**src/rst_pwr_regs.svh**
```systemverilog
`ifndef RST_PWR_REGS_SVH
`define RST_PWR_REGS_SVH

// ------------------------------------------------------------------
// Register map (byte addresses on the AHB-Lite bus)
// ------------------------------------------------------------------
`define ADDR_MCU_CONTROL        12'h000
`define ADDR_PERIPH_GATING      12'h004
`define ADDR_REF_STATUS         12'h008

// ------------------------------------------------------------------
// Field positions
// ------------------------------------------------------------------
`define BIT_SLEEP_OFF           6
`define BIT_SLEEP_UNLOCK        5
`define BIT_GATE_TWO_WIRE       7
`define BIT_GATE_TIMER_TWO      6
`define BIT_GATE_TIMER_ZERO     5
`define BIT_GATE_RESERVED       4
`define BIT_GATE_TIMER_ONE      3
`define BIT_GATE_SERIAL_PERIPH  2
`define BIT_GATE_UART           1
`define BIT_GATE_CONVERTER      0

// ------------------------------------------------------------------
// Reset values and timing
// ------------------------------------------------------------------
`define GATING_RESET            8'h00
`define GATING_WRITE_MASK       8'hEF
`define UNLOCK_WINDOW_CYCLES    3'd4
`define SLEEP_OFF_DELAY_CYCLES  2'd3
`define SLEEP_OFF_LIFE_CYCLES   2'd3

`endif

```
**src/rst_pwr_pkg.sv**
```systemverilog
package rst_pwr_pkg;

    typedef logic [7:0]  byte_t;
    typedef logic [15:0] count_t;

    typedef enum logic [2:0]
    {
        SO_IDLE   = 3'b001,
        SO_ARMING = 3'b010,
        SO_ACTIVE = 3'b100
    } sleep_off_e;

endpackage

```
**src/reset_and_power_control.sv**
```systemverilog
// Added by the designer: the AHB-Lite interface to the registers and the register offsets.
`timescale 1ns/10ps
`include "rst_pwr_regs.svh"

module reset_and_power_control
(
    input  wire logic                  clk,
    input  wire logic                  sys_rst,
    input  wire logic                  hsel,
    input  wire logic [11:0]           haddr,
    input  wire logic [1:0]            htrans,
    input  wire logic                  hwrite,
    input  wire logic [2:0]            hsize,
    input  wire logic [31:0]           hwdata,
    input  wire logic                  hready,
    output logic      [31:0]           hrdata,
    output logic                       hreadyout,
    output logic                       hresp,
    input  wire logic                  power_low,
    input  wire logic                  ext_reset_n,
    input  wire logic                  external_reset_disable_fuse,
    input  wire logic                  watchdog_expired,
    input  wire logic                  watchdog_reset_mode,
    input  wire logic                  brownout_low,
    input  wire logic                  brownout_fuse_enabled,
    input  wire rst_pwr_pkg::count_t   startup_delay_cycles,
    input  wire logic                  sleep_exec,
    input  wire logic                  comparator_bandgap_select,
    input  wire logic                  converter_enable,
    input  wire logic                  timer_two_async_select,
    output logic                       port_reset,
    output logic                       internal_reset,
    output logic                       brownout_sleep_off,
    output logic                       brownout_detector_on,
    output logic                       gate_two_wire_clock,
    output logic                       gate_timer_two_clock,
    output logic                       gate_timer_zero_clock,
    output logic                       gate_timer_one_clock,
    output logic                       gate_serial_periph_clock,
    output logic                       gate_uart_clock,
    output logic                       gate_converter,
    output logic                       comparator_mux_block,
    output logic                       reference_enable
);
    import rst_pwr_pkg::*;

    // ------------------------------------------------------------------
    // Reset sources
    // ------------------------------------------------------------------
    // Watchdog expiry is shaped into a single-cycle pulse so a long
    // expiry level cannot hold reset beyond one cycle.
    logic wd_seen_q;
    logic wd_pulse_q;
    wire  wd_rise = watchdog_expired & watchdog_reset_mode & ~wd_seen_q;

    always_ff @(posedge clk or posedge sys_rst)
    begin
        if (sys_rst)
            wd_seen_q <= 1'b0;
        else
            wd_seen_q <= watchdog_expired & watchdog_reset_mode;
    end

    always_ff @(posedge clk or posedge sys_rst)
    begin
        if (sys_rst)
            wd_pulse_q <= 1'b0;
        else
            wd_pulse_q <= wd_rise;
    end

    wire ext_src  = ~ext_reset_n & ~external_reset_disable_fuse;
    wire bod_src  = brownout_low & brownout_fuse_enabled;
    // Every source but the watchdog is combinational so it acts at
    // once even when the clock is stopped.
    wire any_src  = power_low | ext_src | bod_src | wd_pulse_q;
    wire async_src = sys_rst | power_low | ext_src | bod_src;

    // ------------------------------------------------------------------
    // Delay counter
    // ------------------------------------------------------------------
    count_t dly_q;
    logic   stretch_q;

    always_ff @(posedge clk or posedge async_src)
    begin
        if (async_src)
            dly_q <= 16'h0000;
        else if (wd_pulse_q)
            dly_q <= 16'h0000;
        else if (dly_q != startup_delay_cycles)
            dly_q <= dly_q + 16'h0001;
    end

    always_ff @(posedge clk or posedge async_src)
    begin
        if (async_src)
            stretch_q <= 1'b1;
        else
            stretch_q <= wd_pulse_q | (dly_q != startup_delay_cycles);
    end

    assign port_reset     = async_src | wd_pulse_q;
    assign internal_reset = port_reset | stretch_q;

    // Register state of this block uses the stretched reset as well.
    wire reg_rst = internal_reset;

    // ------------------------------------------------------------------
    // AHB-Lite slave
    // ------------------------------------------------------------------
    logic        ph_wr_q;
    logic [11:0] ph_addr_q;
    wire  take    = hsel & htrans[1] & hready;
    wire  wr_mcu  = ph_wr_q & (ph_addr_q == `ADDR_MCU_CONTROL);
    wire  wr_gate = ph_wr_q & (ph_addr_q == `ADDR_PERIPH_GATING);
    wire  wd_off  = hwdata[`BIT_SLEEP_OFF];
    wire  wd_unl  = hwdata[`BIT_SLEEP_UNLOCK];

    always_ff @(posedge clk or posedge reg_rst)
    begin
        if (reg_rst)
            ph_wr_q <= 1'b0;
        else
            ph_wr_q <= take & hwrite;
    end

    always_ff @(posedge clk or posedge reg_rst)
    begin
        if (reg_rst)
            ph_addr_q <= 12'h000;
        else if (take)
            ph_addr_q <= haddr;
    end

    // ------------------------------------------------------------------
    // Brown-out sleep-off timed sequence
    // ------------------------------------------------------------------
    sleep_off_e so_q;
    sleep_off_e so_d;
    logic [2:0] win_q;
    logic [1:0] so_cnt_q;
    logic       unlock_q;
    wire  unlock_wr = wr_mcu & wd_off & wd_unl;
    wire  arm_wr    = wr_mcu & wd_off & ~wd_unl & (win_q != 3'd0);
    wire  so_done   = (so_cnt_q == 2'd1);

    always_ff @(posedge clk or posedge reg_rst)
    begin
        if (reg_rst)
            win_q <= 3'd0;
        else if (unlock_wr)
            win_q <= `UNLOCK_WINDOW_CYCLES;
        else if (arm_wr)
            win_q <= 3'd0;
        else if (win_q != 3'd0)
            win_q <= win_q - 3'd1;
    end

    always_ff @(posedge clk or posedge reg_rst)
    begin
        if (reg_rst)
            unlock_q <= 1'b0;
        else
            unlock_q <= (win_q != 3'd0) | unlock_wr;
    end

    always_comb
    begin
        so_d = so_q;
        unique case (so_q)
            SO_IDLE:   if (arm_wr) so_d = SO_ARMING;
            SO_ARMING: if (so_done) so_d = SO_ACTIVE;
            SO_ACTIVE: if (so_done) so_d = SO_IDLE;
            default:   so_d = SO_IDLE;
        endcase
    end

    always_ff @(posedge clk or posedge reg_rst)
    begin
        if (reg_rst)
            so_q <= SO_IDLE;
        else
            so_q <= so_d;
    end

    always_ff @(posedge clk or posedge reg_rst)
    begin
        if (reg_rst)
            so_cnt_q <= 2'd0;
        else if (so_q == SO_IDLE && arm_wr)
            so_cnt_q <= `SLEEP_OFF_DELAY_CYCLES;
        else if (so_q == SO_ARMING && so_done)
            so_cnt_q <= `SLEEP_OFF_LIFE_CYCLES;
        else if (so_cnt_q != 2'd0)
            so_cnt_q <= so_cnt_q - 2'd1;
    end

    // The stored bit shows set from the arming write; the active window
    // is what gates the detector.
    wire so_set    = (so_q != SO_IDLE);
    wire so_active = (so_q == SO_ACTIVE);
    logic bod_sleeping_q;

    always_ff @(posedge clk or posedge reg_rst)
    begin
        if (reg_rst)
            bod_sleeping_q <= 1'b0;
        else if (sleep_exec)
            bod_sleeping_q <= so_active;
        else if (~sleep_exec & bod_sleeping_q & ~so_active)
            bod_sleeping_q <= 1'b0;
    end

    assign brownout_sleep_off   = so_active;
    assign brownout_detector_on = brownout_fuse_enabled & ~bod_sleeping_q;

    // ------------------------------------------------------------------
    // Peripheral clock gating
    // ------------------------------------------------------------------
    byte_t gate_q;

    always_ff @(posedge clk or posedge reg_rst)
    begin
        if (reg_rst)
            gate_q <= `GATING_RESET;
        else if (wr_gate)
            gate_q <= hwdata[7:0] & `GATING_WRITE_MASK;
    end

    // A gated block keeps its state because its clock simply stops.
    assign gate_two_wire_clock      = gate_q[`BIT_GATE_TWO_WIRE];
    assign gate_timer_two_clock     = gate_q[`BIT_GATE_TIMER_TWO]
                                      & ~timer_two_async_select;
    assign gate_timer_zero_clock    = gate_q[`BIT_GATE_TIMER_ZERO];
    assign gate_timer_one_clock     = gate_q[`BIT_GATE_TIMER_ONE];
    assign gate_serial_periph_clock = gate_q[`BIT_GATE_SERIAL_PERIPH];
    assign gate_uart_clock          = gate_q[`BIT_GATE_UART];
    assign gate_converter           = gate_q[`BIT_GATE_CONVERTER];
    assign comparator_mux_block     = gate_q[`BIT_GATE_CONVERTER];

    assign reference_enable = brownout_fuse_enabled
                              | comparator_bandgap_select
                              | converter_enable;

    // ------------------------------------------------------------------
    // Read path
    // ------------------------------------------------------------------
    wire rd_mcu  = take & ~hwrite & (haddr == `ADDR_MCU_CONTROL);
    wire rd_gate = take & ~hwrite & (haddr == `ADDR_PERIPH_GATING);
    wire rd_stat = take & ~hwrite & (haddr == `ADDR_REF_STATUS);
    wire [31:0] mcu_word  = {25'h0, so_set, unlock_q, 5'h00};
    wire [31:0] gate_word = {24'h0, gate_q};
    wire [31:0] stat_word = {29'h0, bod_sleeping_q, brownout_detector_on,
                             reference_enable};
    wire [31:0] rd_word   = rd_mcu  ? mcu_word  :
                            rd_gate ? gate_word :
                            rd_stat ? stat_word : 32'h0000_0000;

    always_ff @(posedge clk or posedge reg_rst)
    begin
        if (reg_rst)
            hrdata <= 32'h0000_0000;
        else if (take)
            hrdata <= rd_word;
    end

    assign hreadyout = 1'b1;
    assign hresp     = 1'b0;

    // ------------------------------------------------------------------
    // Checks
    // ------------------------------------------------------------------
    chk_wd_pulse_one: assert property (@(posedge clk) disable iff (sys_rst)
        wd_pulse_q |=> ~wd_pulse_q)
        else $error("watchdog reset pulse longer than one cycle");

    chk_arm_active: assert property (@(posedge clk) disable iff (reg_rst)
        (so_q == SO_IDLE && arm_wr) |=> ~so_active[*3]
        ##1 so_active)
        else $error("sleep-off not active three cycles after set");

    chk_auto_clear: assert property (@(posedge clk) disable iff (reg_rst)
        $rose(so_active) |-> so_active[*3] ##1 ~so_active)
        else $error("sleep-off did not clear after three cycles");

    chk_no_unlock_arm: assert property (@(posedge clk) disable iff (reg_rst)
        (wr_mcu && win_q == 3'd0 && so_q == SO_IDLE) |=> so_q == SO_IDLE)
        else $error("sleep-off set without unlock");

    chk_bod_sleep: assert property (@(posedge clk) disable iff (reg_rst)
        (sleep_exec && !so_active) |=> brownout_detector_on
        == brownout_fuse_enabled)
        else $error("detector off without sleep-off");

    chk_reserved_zero: assert property (@(posedge clk) disable iff (reg_rst)
        gate_q[`BIT_GATE_RESERVED] == 1'b0)
        else $error("reserved gating bit set");

    chk_reset_or: assert property (@(posedge clk)
        (power_low || ext_src || bod_src) |-> internal_reset)
        else $error("reset source did not assert reset");

    chk_timer_two: assert property (@(posedge clk) disable iff (reg_rst)
        timer_two_async_select |-> !gate_timer_two_clock)
        else $error("timer two gated in asynchronous mode");

    chk_stretch: assert property (@(posedge clk) disable iff (port_reset)
        $fell(wd_pulse_q) && startup_delay_cycles > 16'h0001
        |-> internal_reset[*2])
        else $error("reset not stretched after release");

endmodule

```
**config.mk**
```make
export PLATFORM = sky130hd
export DESIGN_NAME = reset_and_power_control
export DESIGN_NICKNAME = d
export VERILOG_FILES = /design/src/rst_pwr_pkg.sv /design/src/reset_and_power_control.sv
export VERILOG_INCLUDE_DIRS = /design/src
export SDC_FILE = /design/constraint.sdc
export NUM_CORES = 1
export LEC_CHECK = 0
export BUFFER_PORTS_ARGS = -buffer_cell sky130_fd_sc_hd__buf_2
export CAP_MARGIN = 20
export CORE_UTILIZATION = 40
export CTS_CLUSTER_SIZE = 8
export DETAILED_ROUTE_END_ITERATION = 8
export GPL_TIMING_DRIVEN = 0
export HOLD_SLACK_MARGIN = 0.02
export PLACE_DENSITY = 0.7
export SETUP_SLACK_MARGIN = 0.02
export SLEW_MARGIN = 30
export SYNTH_ARGS = -nofsm -noshare
export SYNTH_HDL_FRONTEND = slang
export SYNTH_SLANG_ARGS = --single-unit
```
**constraint.sdc**
```tcl
create_clock -name clk -period 2.85 [get_ports clk]
set_clock_uncertainty 0.2 [all_clocks]
set_input_delay 0.1425 -clock clk [delete_from_list [all_inputs] [get_ports clk]]
set_output_delay 0.1425 -clock clk [all_outputs]
set_load 0.01 [all_outputs]
```
==> results of run 1 <==
## power by group
group          internal, µW  leakage, µW  total, µW  switching, µW
sequential              906     0.000736        990           84.0
clock                   175    0.0000414        439            263
combinational           269      0.00117        503            234
## stage by stage
stage	setup slack, ns	area, µm²
CTS	0.367	4030
detailed placement	0.550	3670
global placement	-0.174	3610
floorplan	0.310	3130
global route	0.180	4030
finish	0.390	4030
## routing by layer
layer | global-route usage [%] | up-vias | routed length [µm]
met4 | 5.05 | 0 | 68
met1 | 20.2 | 1187 | 2950
li1 | - | 1231 | -
met5 | 0 | - | 0
met3 | 3.14 | 8 | 255
met2 | 33.4 | 69 | 3550
## cells in the final DEF, fill, tap and decap left out, types with 9 or more instances in the layout
master         netlist  layout
buf_2                0      71
dfrtp_1             54      54
buf_4               28      28
conb_1               2      27
dlygate4sd3_1        0      27
mux2_2              24      24
o21ai_0             18      18
nand2_1             17      17
inv_1               16      16
xnor2_1             16      16
a21oi_1             15      15
nor2_1              14      13
or3_1               11      11
nand4_1              9       9
## kinds of logic after synthesis
kind of cell | share of synthesized area, %
AO/OA/AOI/OAI | 8.53
XOR/XNOR | 5.19
adder cells (fa/ha/maj) | 2.06
buffers and inverters | 10.4
flip-flops | 46.2
multiplexers | 9.56
other | 0.247
AND/OR/NAND/NOR | 17.7
## final timing paths
check | from | end | slack (ns) | cells after the start
setup reg to reg | dly_q[7] | dly_q[1] | 0.53 | 7
hold / removal | sys_rst | wd_pulse_q | 0.02 | 3
setup / recovery | sys_rst | internal_reset | 0.39 | 10
max in group asynchronous | sys_rst | dly_q[14] | 0.85 | 6
min in group clk | converter_enable | hrdata[0] | 0.05 | 4
hold reg to reg | stretch_q | ph_addr_q[0] | 0.16 | 2
## layout make-up
cell class,count,area share (%)
multi-input combinational,213,35.1
sequential,56,34.8
timing repair buffer,100,16.9
buffer,34,6.36
tap,99,3.07
clock buffer,6,1.80
inverter,16,1.49
clock inverter,2,0.404
## worst max-delay path, cell delays in order
cell and delay, ns:
dlygate4sd3_1 0.54, buf_2 0.13, a211oi_1 0.19, o21ai_0 0.13, or2_2 0.32, nor2_4 0.13
buf_16 0.19, buf_16 0.17, inv_1 0.05, buf_2 0.13
## registers in the layout, summed over array words and instances (netlist names)
name,flops
so_q,3
stretch_q,1
so_cnt_q,2
ph_wr_q,1
hrdata,7
wd_pulse_q,1
gate_q,7
ph_addr_q,12
win_q,3
bod_sleeping_q,1
dly_q,16
wd_seen_q,1
unlock_q,1
## what timing repair did
action | CTS | global route
hold buffers | 27 | 0
gates resized for setup | 0 | 0
endpoints found under the hold margin | 46 | 0
==> flow_metrics.env, run 1 <==
export IMPL_run_status="finished clean"
export IMPL_initial_utilization_pct=41.6
export IMPL_overflow=0
export IMPL_crit_path_start_kind="input port"
export IMPL_finalHoldViolCount=0
export IMPL_arrival_ns=2.12
export IMPL_yosys_area_top_type_share_pct=44.5
export IMPL_synth_area_leaders="dfrtp_1 (45%), mux2_2 (8.9%), buf_4 (6.9%)"
export IMPL_rsz0062_at_grt="false"
export IMPL_fin_tns_setup_ns=0
export IMPL_peakVddDrop_v=0.000342
export IMPL_async_flop_share_pct=100
export IMPL_syn2layout_area_growth_pct=32.8
export IMPL_seq_area_frac_synth_pct=46.2
export IMPL_powerDensity_nw_per_um2=479
export IMPL_finalMaxSlewViolations=0
export IMPL_crit_type="input port to primary output"
export IMPL_vias=2495
export IMPL_synth_seq_cells=56
export IMPL_cts_tree="yes"
export IMPL_gp_congestion=0.800
export IMPL_crit_path_max_fanout=22
export IMPL_final_core_util_pct=55.3
export IMPL_worstPathRequired_ns=2.51
export IMPL_worst_slew_pin_slew_ns=0.664
export IMPL_yosysMostFrequentCell="dfrtp_1"
export IMPL_syn_area_per_cell_um2=10.3
export IMPL_ys_types=43
export IMPL_hold_class="input port to async pin"
export IMPL_ys_warn_count=0
export IMPL_postRouteAntennaNets=0
export IMPL_hpwlAfterDp_um=4990
export IMPL_synth_edf_count=0
export IMPL_grt_usage_pct=17.6
export IMPL_die_x_um=89.1
export IMPL_wl_per_cell_um=13.0
export IMPL_syn_cell_area_um2=3040
export IMPL_clkTransAtPathRegs_ns=0.10
export IMPL_yosysTopAreaCell="dfrtp_1"
export IMPL_drive_gt1_share_pct=33.5
export IMPL_clk_latency_ns=0.31
export IMPL_viasPerCell=4.74
export IMPL_antenna_cells=0
export IMPL_nFillCells=680
export IMPL_setup_viol=0
export IMPL_numClockSinks=56
export IMPL_synth_cells_most_frequent="dfrtp_1 (54), buf_4 (28), mux2_2 (24)"
export IMPL_grt_pass1_vias=2362
export IMPL_portBuffers=71
export IMPL_synthFlopType="dfrtp_1"
export IMPL_total_power_uw=1930
export IMPL_drc_errors=0
export IMPL_grt_pass1_wl_um=10500
export IMPL_drt_pass1_iter_count=4
export IMPL_holdWs_ns=0.0248
export IMPL_stdcell_count=526
export IMPL_htreeDepth=2
export IMPL_fin_nets=512
export IMPL_multi_input_area_um2=1420
export IMPL_antenna_found_initial=0
export IMPL_first_iter_violations=53
export IMPL_placementRows=31
export IMPL_slew_headroom_pct=55.7
export IMPL_dp_cells=491
export IMPL_wl_um=6820
export IMPL_grt_max_degree=23
export IMPL_cts_setup_buffers=0
export IMPL_leakagePower_uw=0.00194
export IMPL_seq_area_um2=1400
export IMPL_fmax_mhz=407
export IMPL_cp_end_kind="primary output"
export IMPL_core_um2=7290
export IMPL_syn_inst=294
export IMPL_dieArea_um2=7940
export IMPL_cts_root_buf="clkbuf_8"
export IMPL_cap_viol_max_count=0
export IMPL_clockBufferDepth=2
export IMPL_finalCritPeriodShare_pct=86.3
export IMPL_ios=128
export IMPL_die_h_um=89.1
export IMPL_period_needed_ns=2.46
export IMPL_numCtsBuffers=5
(Power assumes the default switching activity.)
==> inputs of run 2 (changes only) <==
- ABC_CLOCK_PERIOD_IN_PS: not set -> 2850
- CORE_UTILIZATION: 40 -> 43
- PLACE_DENSITY: 0.7 -> 0.75
- SLEW_MARGIN: 30 -> not set
==> run 2 against run 1 <==
Net effect:
- hold slack improved by 0.015 ns
- cell count fell by 0.19%
- clock power rose by 20%
- non-clock buffer count grew 2
- power increased by 4.6%
- sequential share of layout area is 0.14 points lower
- global-route usage is 1.6 points higher
- cell area rose by 0.40%
- sequential power barely moved
==> flow_metrics.env, run 2 (synthesis gave the netlist of run 1 again) <==
export IMPL_run_status="finished clean"
export IMPL_antenna_cells=0
export IMPL_postRouteAntennaNets=0
export IMPL_final_core_util_pct=59.6
export IMPL_final_cell_mix="buf_2 (71), dfrtp_1 (54), dlygate4sd3_1 (29)"
export IMPL_slew_headroom_pct=50.4
export IMPL_vias=2528
export IMPL_portBuffers=71
export IMPL_powerDensity_nw_per_um2=500
export IMPL_place_area_um2=3630
export IMPL_p_switching_uw=580
export IMPL_hold_class="input port to register"
export IMPL_finalMaxSlewViolations=0
export IMPL_worstPathRequired_ns=2.51
export IMPL_cts_setup_buffers=0
export IMPL_arrival_ns=2.23
export IMPL_drive_gt1_share_pct=33.1
export IMPL_hpwlAfterDp_um=4750
export IMPL_combPwrFrac_pct=24.8
export IMPL_critical_path_max_stage_delay_ns=0.56
export IMPL_grt_usage_pct=19.2
export IMPL_sw_frac_of_total_pct=28.7
export IMPL_largest_reg_flops=16
export IMPL_fmax_mhz=389
export IMPL_finalCritPeriodShare_pct=90.1
export IMPL_fin_area_um2=4050
export IMPL_clockBufferDepth=2
export IMPL_peakVddDrop_v=0.000388
export IMPL_syn2layout_area_growth_pct=33.3
export IMPL_initial_utilization_pct=44.7
export IMPL_final_common_cell="buf_2"
export IMPL_drt_pass1_iter_count=4
export IMPL_dieArea_um2=7400
export IMPL_setup_viol=0
export IMPL_fin_nets=514
export IMPL_wl_um=6670
export IMPL_cts_root_buf="clkbuf_8"
export IMPL_antenna_found_initial=0
export IMPL_numClockSinks=56
export IMPL_die_h_um=86.0
export IMPL_wl_per_cell_um=12.7
export IMPL_reg_largest_list="dly_q (16), ph_addr_q (12)"
export IMPL_crit_path_max_fanout=34
export IMPL_ios=128
export IMPL_leakagePower_uw=0.00197
export IMPL_cp_cell_sequence="dlygate4sd3_1, buf_2, a211oi_1, o21ai_0, or2_2, nor2_4, buf_12, inv_1, buf_2"
export IMPL_crit_type="input port to primary output"
export IMPL_p_clk_share_pct=26.1
export IMPL_clk_latency_ns=0.31
export IMPL_first_iter_violations=56
export IMPL_worst_slew_pin_slew_ns=0.744
export IMPL_cts_tree="yes"
export IMPL_internal_power_uw=1440
export IMPL_path_buf_inv=5
export IMPL_grt_max_degree=35
export IMPL_grt_pass1_wl_um=11300
export IMPL_period_needed_ns=2.57
export IMPL_grt_pass1_vias=2526
export IMPL_worst_path_stages=9
export IMPL_viasPerCell=4.82
export IMPL_htreeDepth=2
export IMPL_cp_top_family="buffers and inverters"
export IMPL_nFillCells=570
export IMPL_power_frac_seq_pct=49.1
export IMPL_rsz0062_at_grt="false"
export IMPL_clkTransAtPathRegs_ns=0.11
export IMPL_numCtsBuffers=5
export IMPL_cp_end_kind="primary output"
export IMPL_largest_register="dly_q"
export IMPL_cap_viol_max_count=0
export IMPL_die_x_um=86.0
export IMPL_reg2reg_depth=7
export IMPL_critPathSlowestCell="dlygate4sd3_1"
export IMPL_overflow=0
export IMPL_whs_path_depth=3
export IMPL_drc_errors=0
export IMPL_finalHoldViolCount=0
export IMPL_cp_common_cell="buf_2"
export IMPL_gp_congestion=0.820
export IMPL_crit_path_start_kind="input port"
export IMPL_core_um2=6790
export IMPL_placementRows=30
run 2: changes by cell type in the layout (fill, tap and decap cells not counted):
cell	before	now
clkinvlp_4	1	0
bufinv_16	0	1
clkinv_4	1	0
dlygate4sd3_1	27	29
buf_12	1	2
inv_6	0	1
buf_16	2	0
dlymetal6s4s_1	0	1
run 2: through the flow:
stage | hold WS (ns) | total power, µW | TNS [ns] | setup slack, ns | std cells
after floorplan | -0.316 | 1340 | 0 | 0.310 | 319
after global placement | -0.195 | 1440 | -1.85 | -0.179 | 486
after detailed placement | -0.189 | 1480 | 0 | 0.557 | 487
after CTS | 0.0209 | 2030 | 0 | 0.0944 | 524
after global routing | 0.0599 | 2150 | 0 | 0.168 | 525
final | 0.0393 | 2020 | 0 | 0.281 | 525
run 2: timing repair:
| action | in CTS | in global routing |
|---|---|---|
| hold endpoints to repair | 50 | 1 |
| setup endpoints to repair | 0 | 16 |
| resized for setup | 0 | 1 |
| hold buffers | 29 | 1 |
run 2: cell type report:
type / instances / area, µm² / area share, %
multi-input cells: 213 / 1420 / 35.0
repair buffers: 102 / 678 / 16.8
clock buffers: 6 / 72.6 / 1.79
flip-flops and latches: 56 / 1400 / 34.7
plain buffers: 34 / 256 / 6.34
clock inverters: 2 / 38.8 / 0.959
well taps: 96 / 120 / 2.97
inverters: 16 / 60.1 / 1.48
run 2: metal layers:
| metal | global-route usage [%] | wire length (µm) | vias up |
|---|---|---|---|
| li1 | - | - | 1235 |
| met1 | 24.1 | 2890 | 1199 |
| met2 | 32.3 | 3340 | 79 |
| met3 | 3.85 | 279 | 15 |
| met4 | 8.18 | 155 | 0 |
| met5 | 0 | 0 | - |
run 2: path summary, 6_finish.rpt:
check | from | endpoint | slack [ns]
max | sys_rst | internal_reset | 0.28
min | hready | ph_addr_q[10] | 0.04
max reg2reg | dly_q[7] | dly_q[1] | 0.50
min reg2reg | wd_seen_q | wd_pulse_q | 0.20
max in group asynchronous | sys_rst | dly_q[2] | 0.43
min in group asynchronous | sys_rst | wd_pulse_q | 0.07
run 2: tightest hold or removal path, cell delays in order:
cell and delay (ns):
buf_2 0.10, nand3_1 0.12, mux2_2 0.16
run 2: power groups by stage:
stage,Combinational [µW],Clock [µW],Sequential (µW)
after CTS,505,536,991
after detailed placement,472,0,1010
after global routing,571,570,1010
after floorplan,357,0,982
after global placement,443,0,998
final,502,527,992
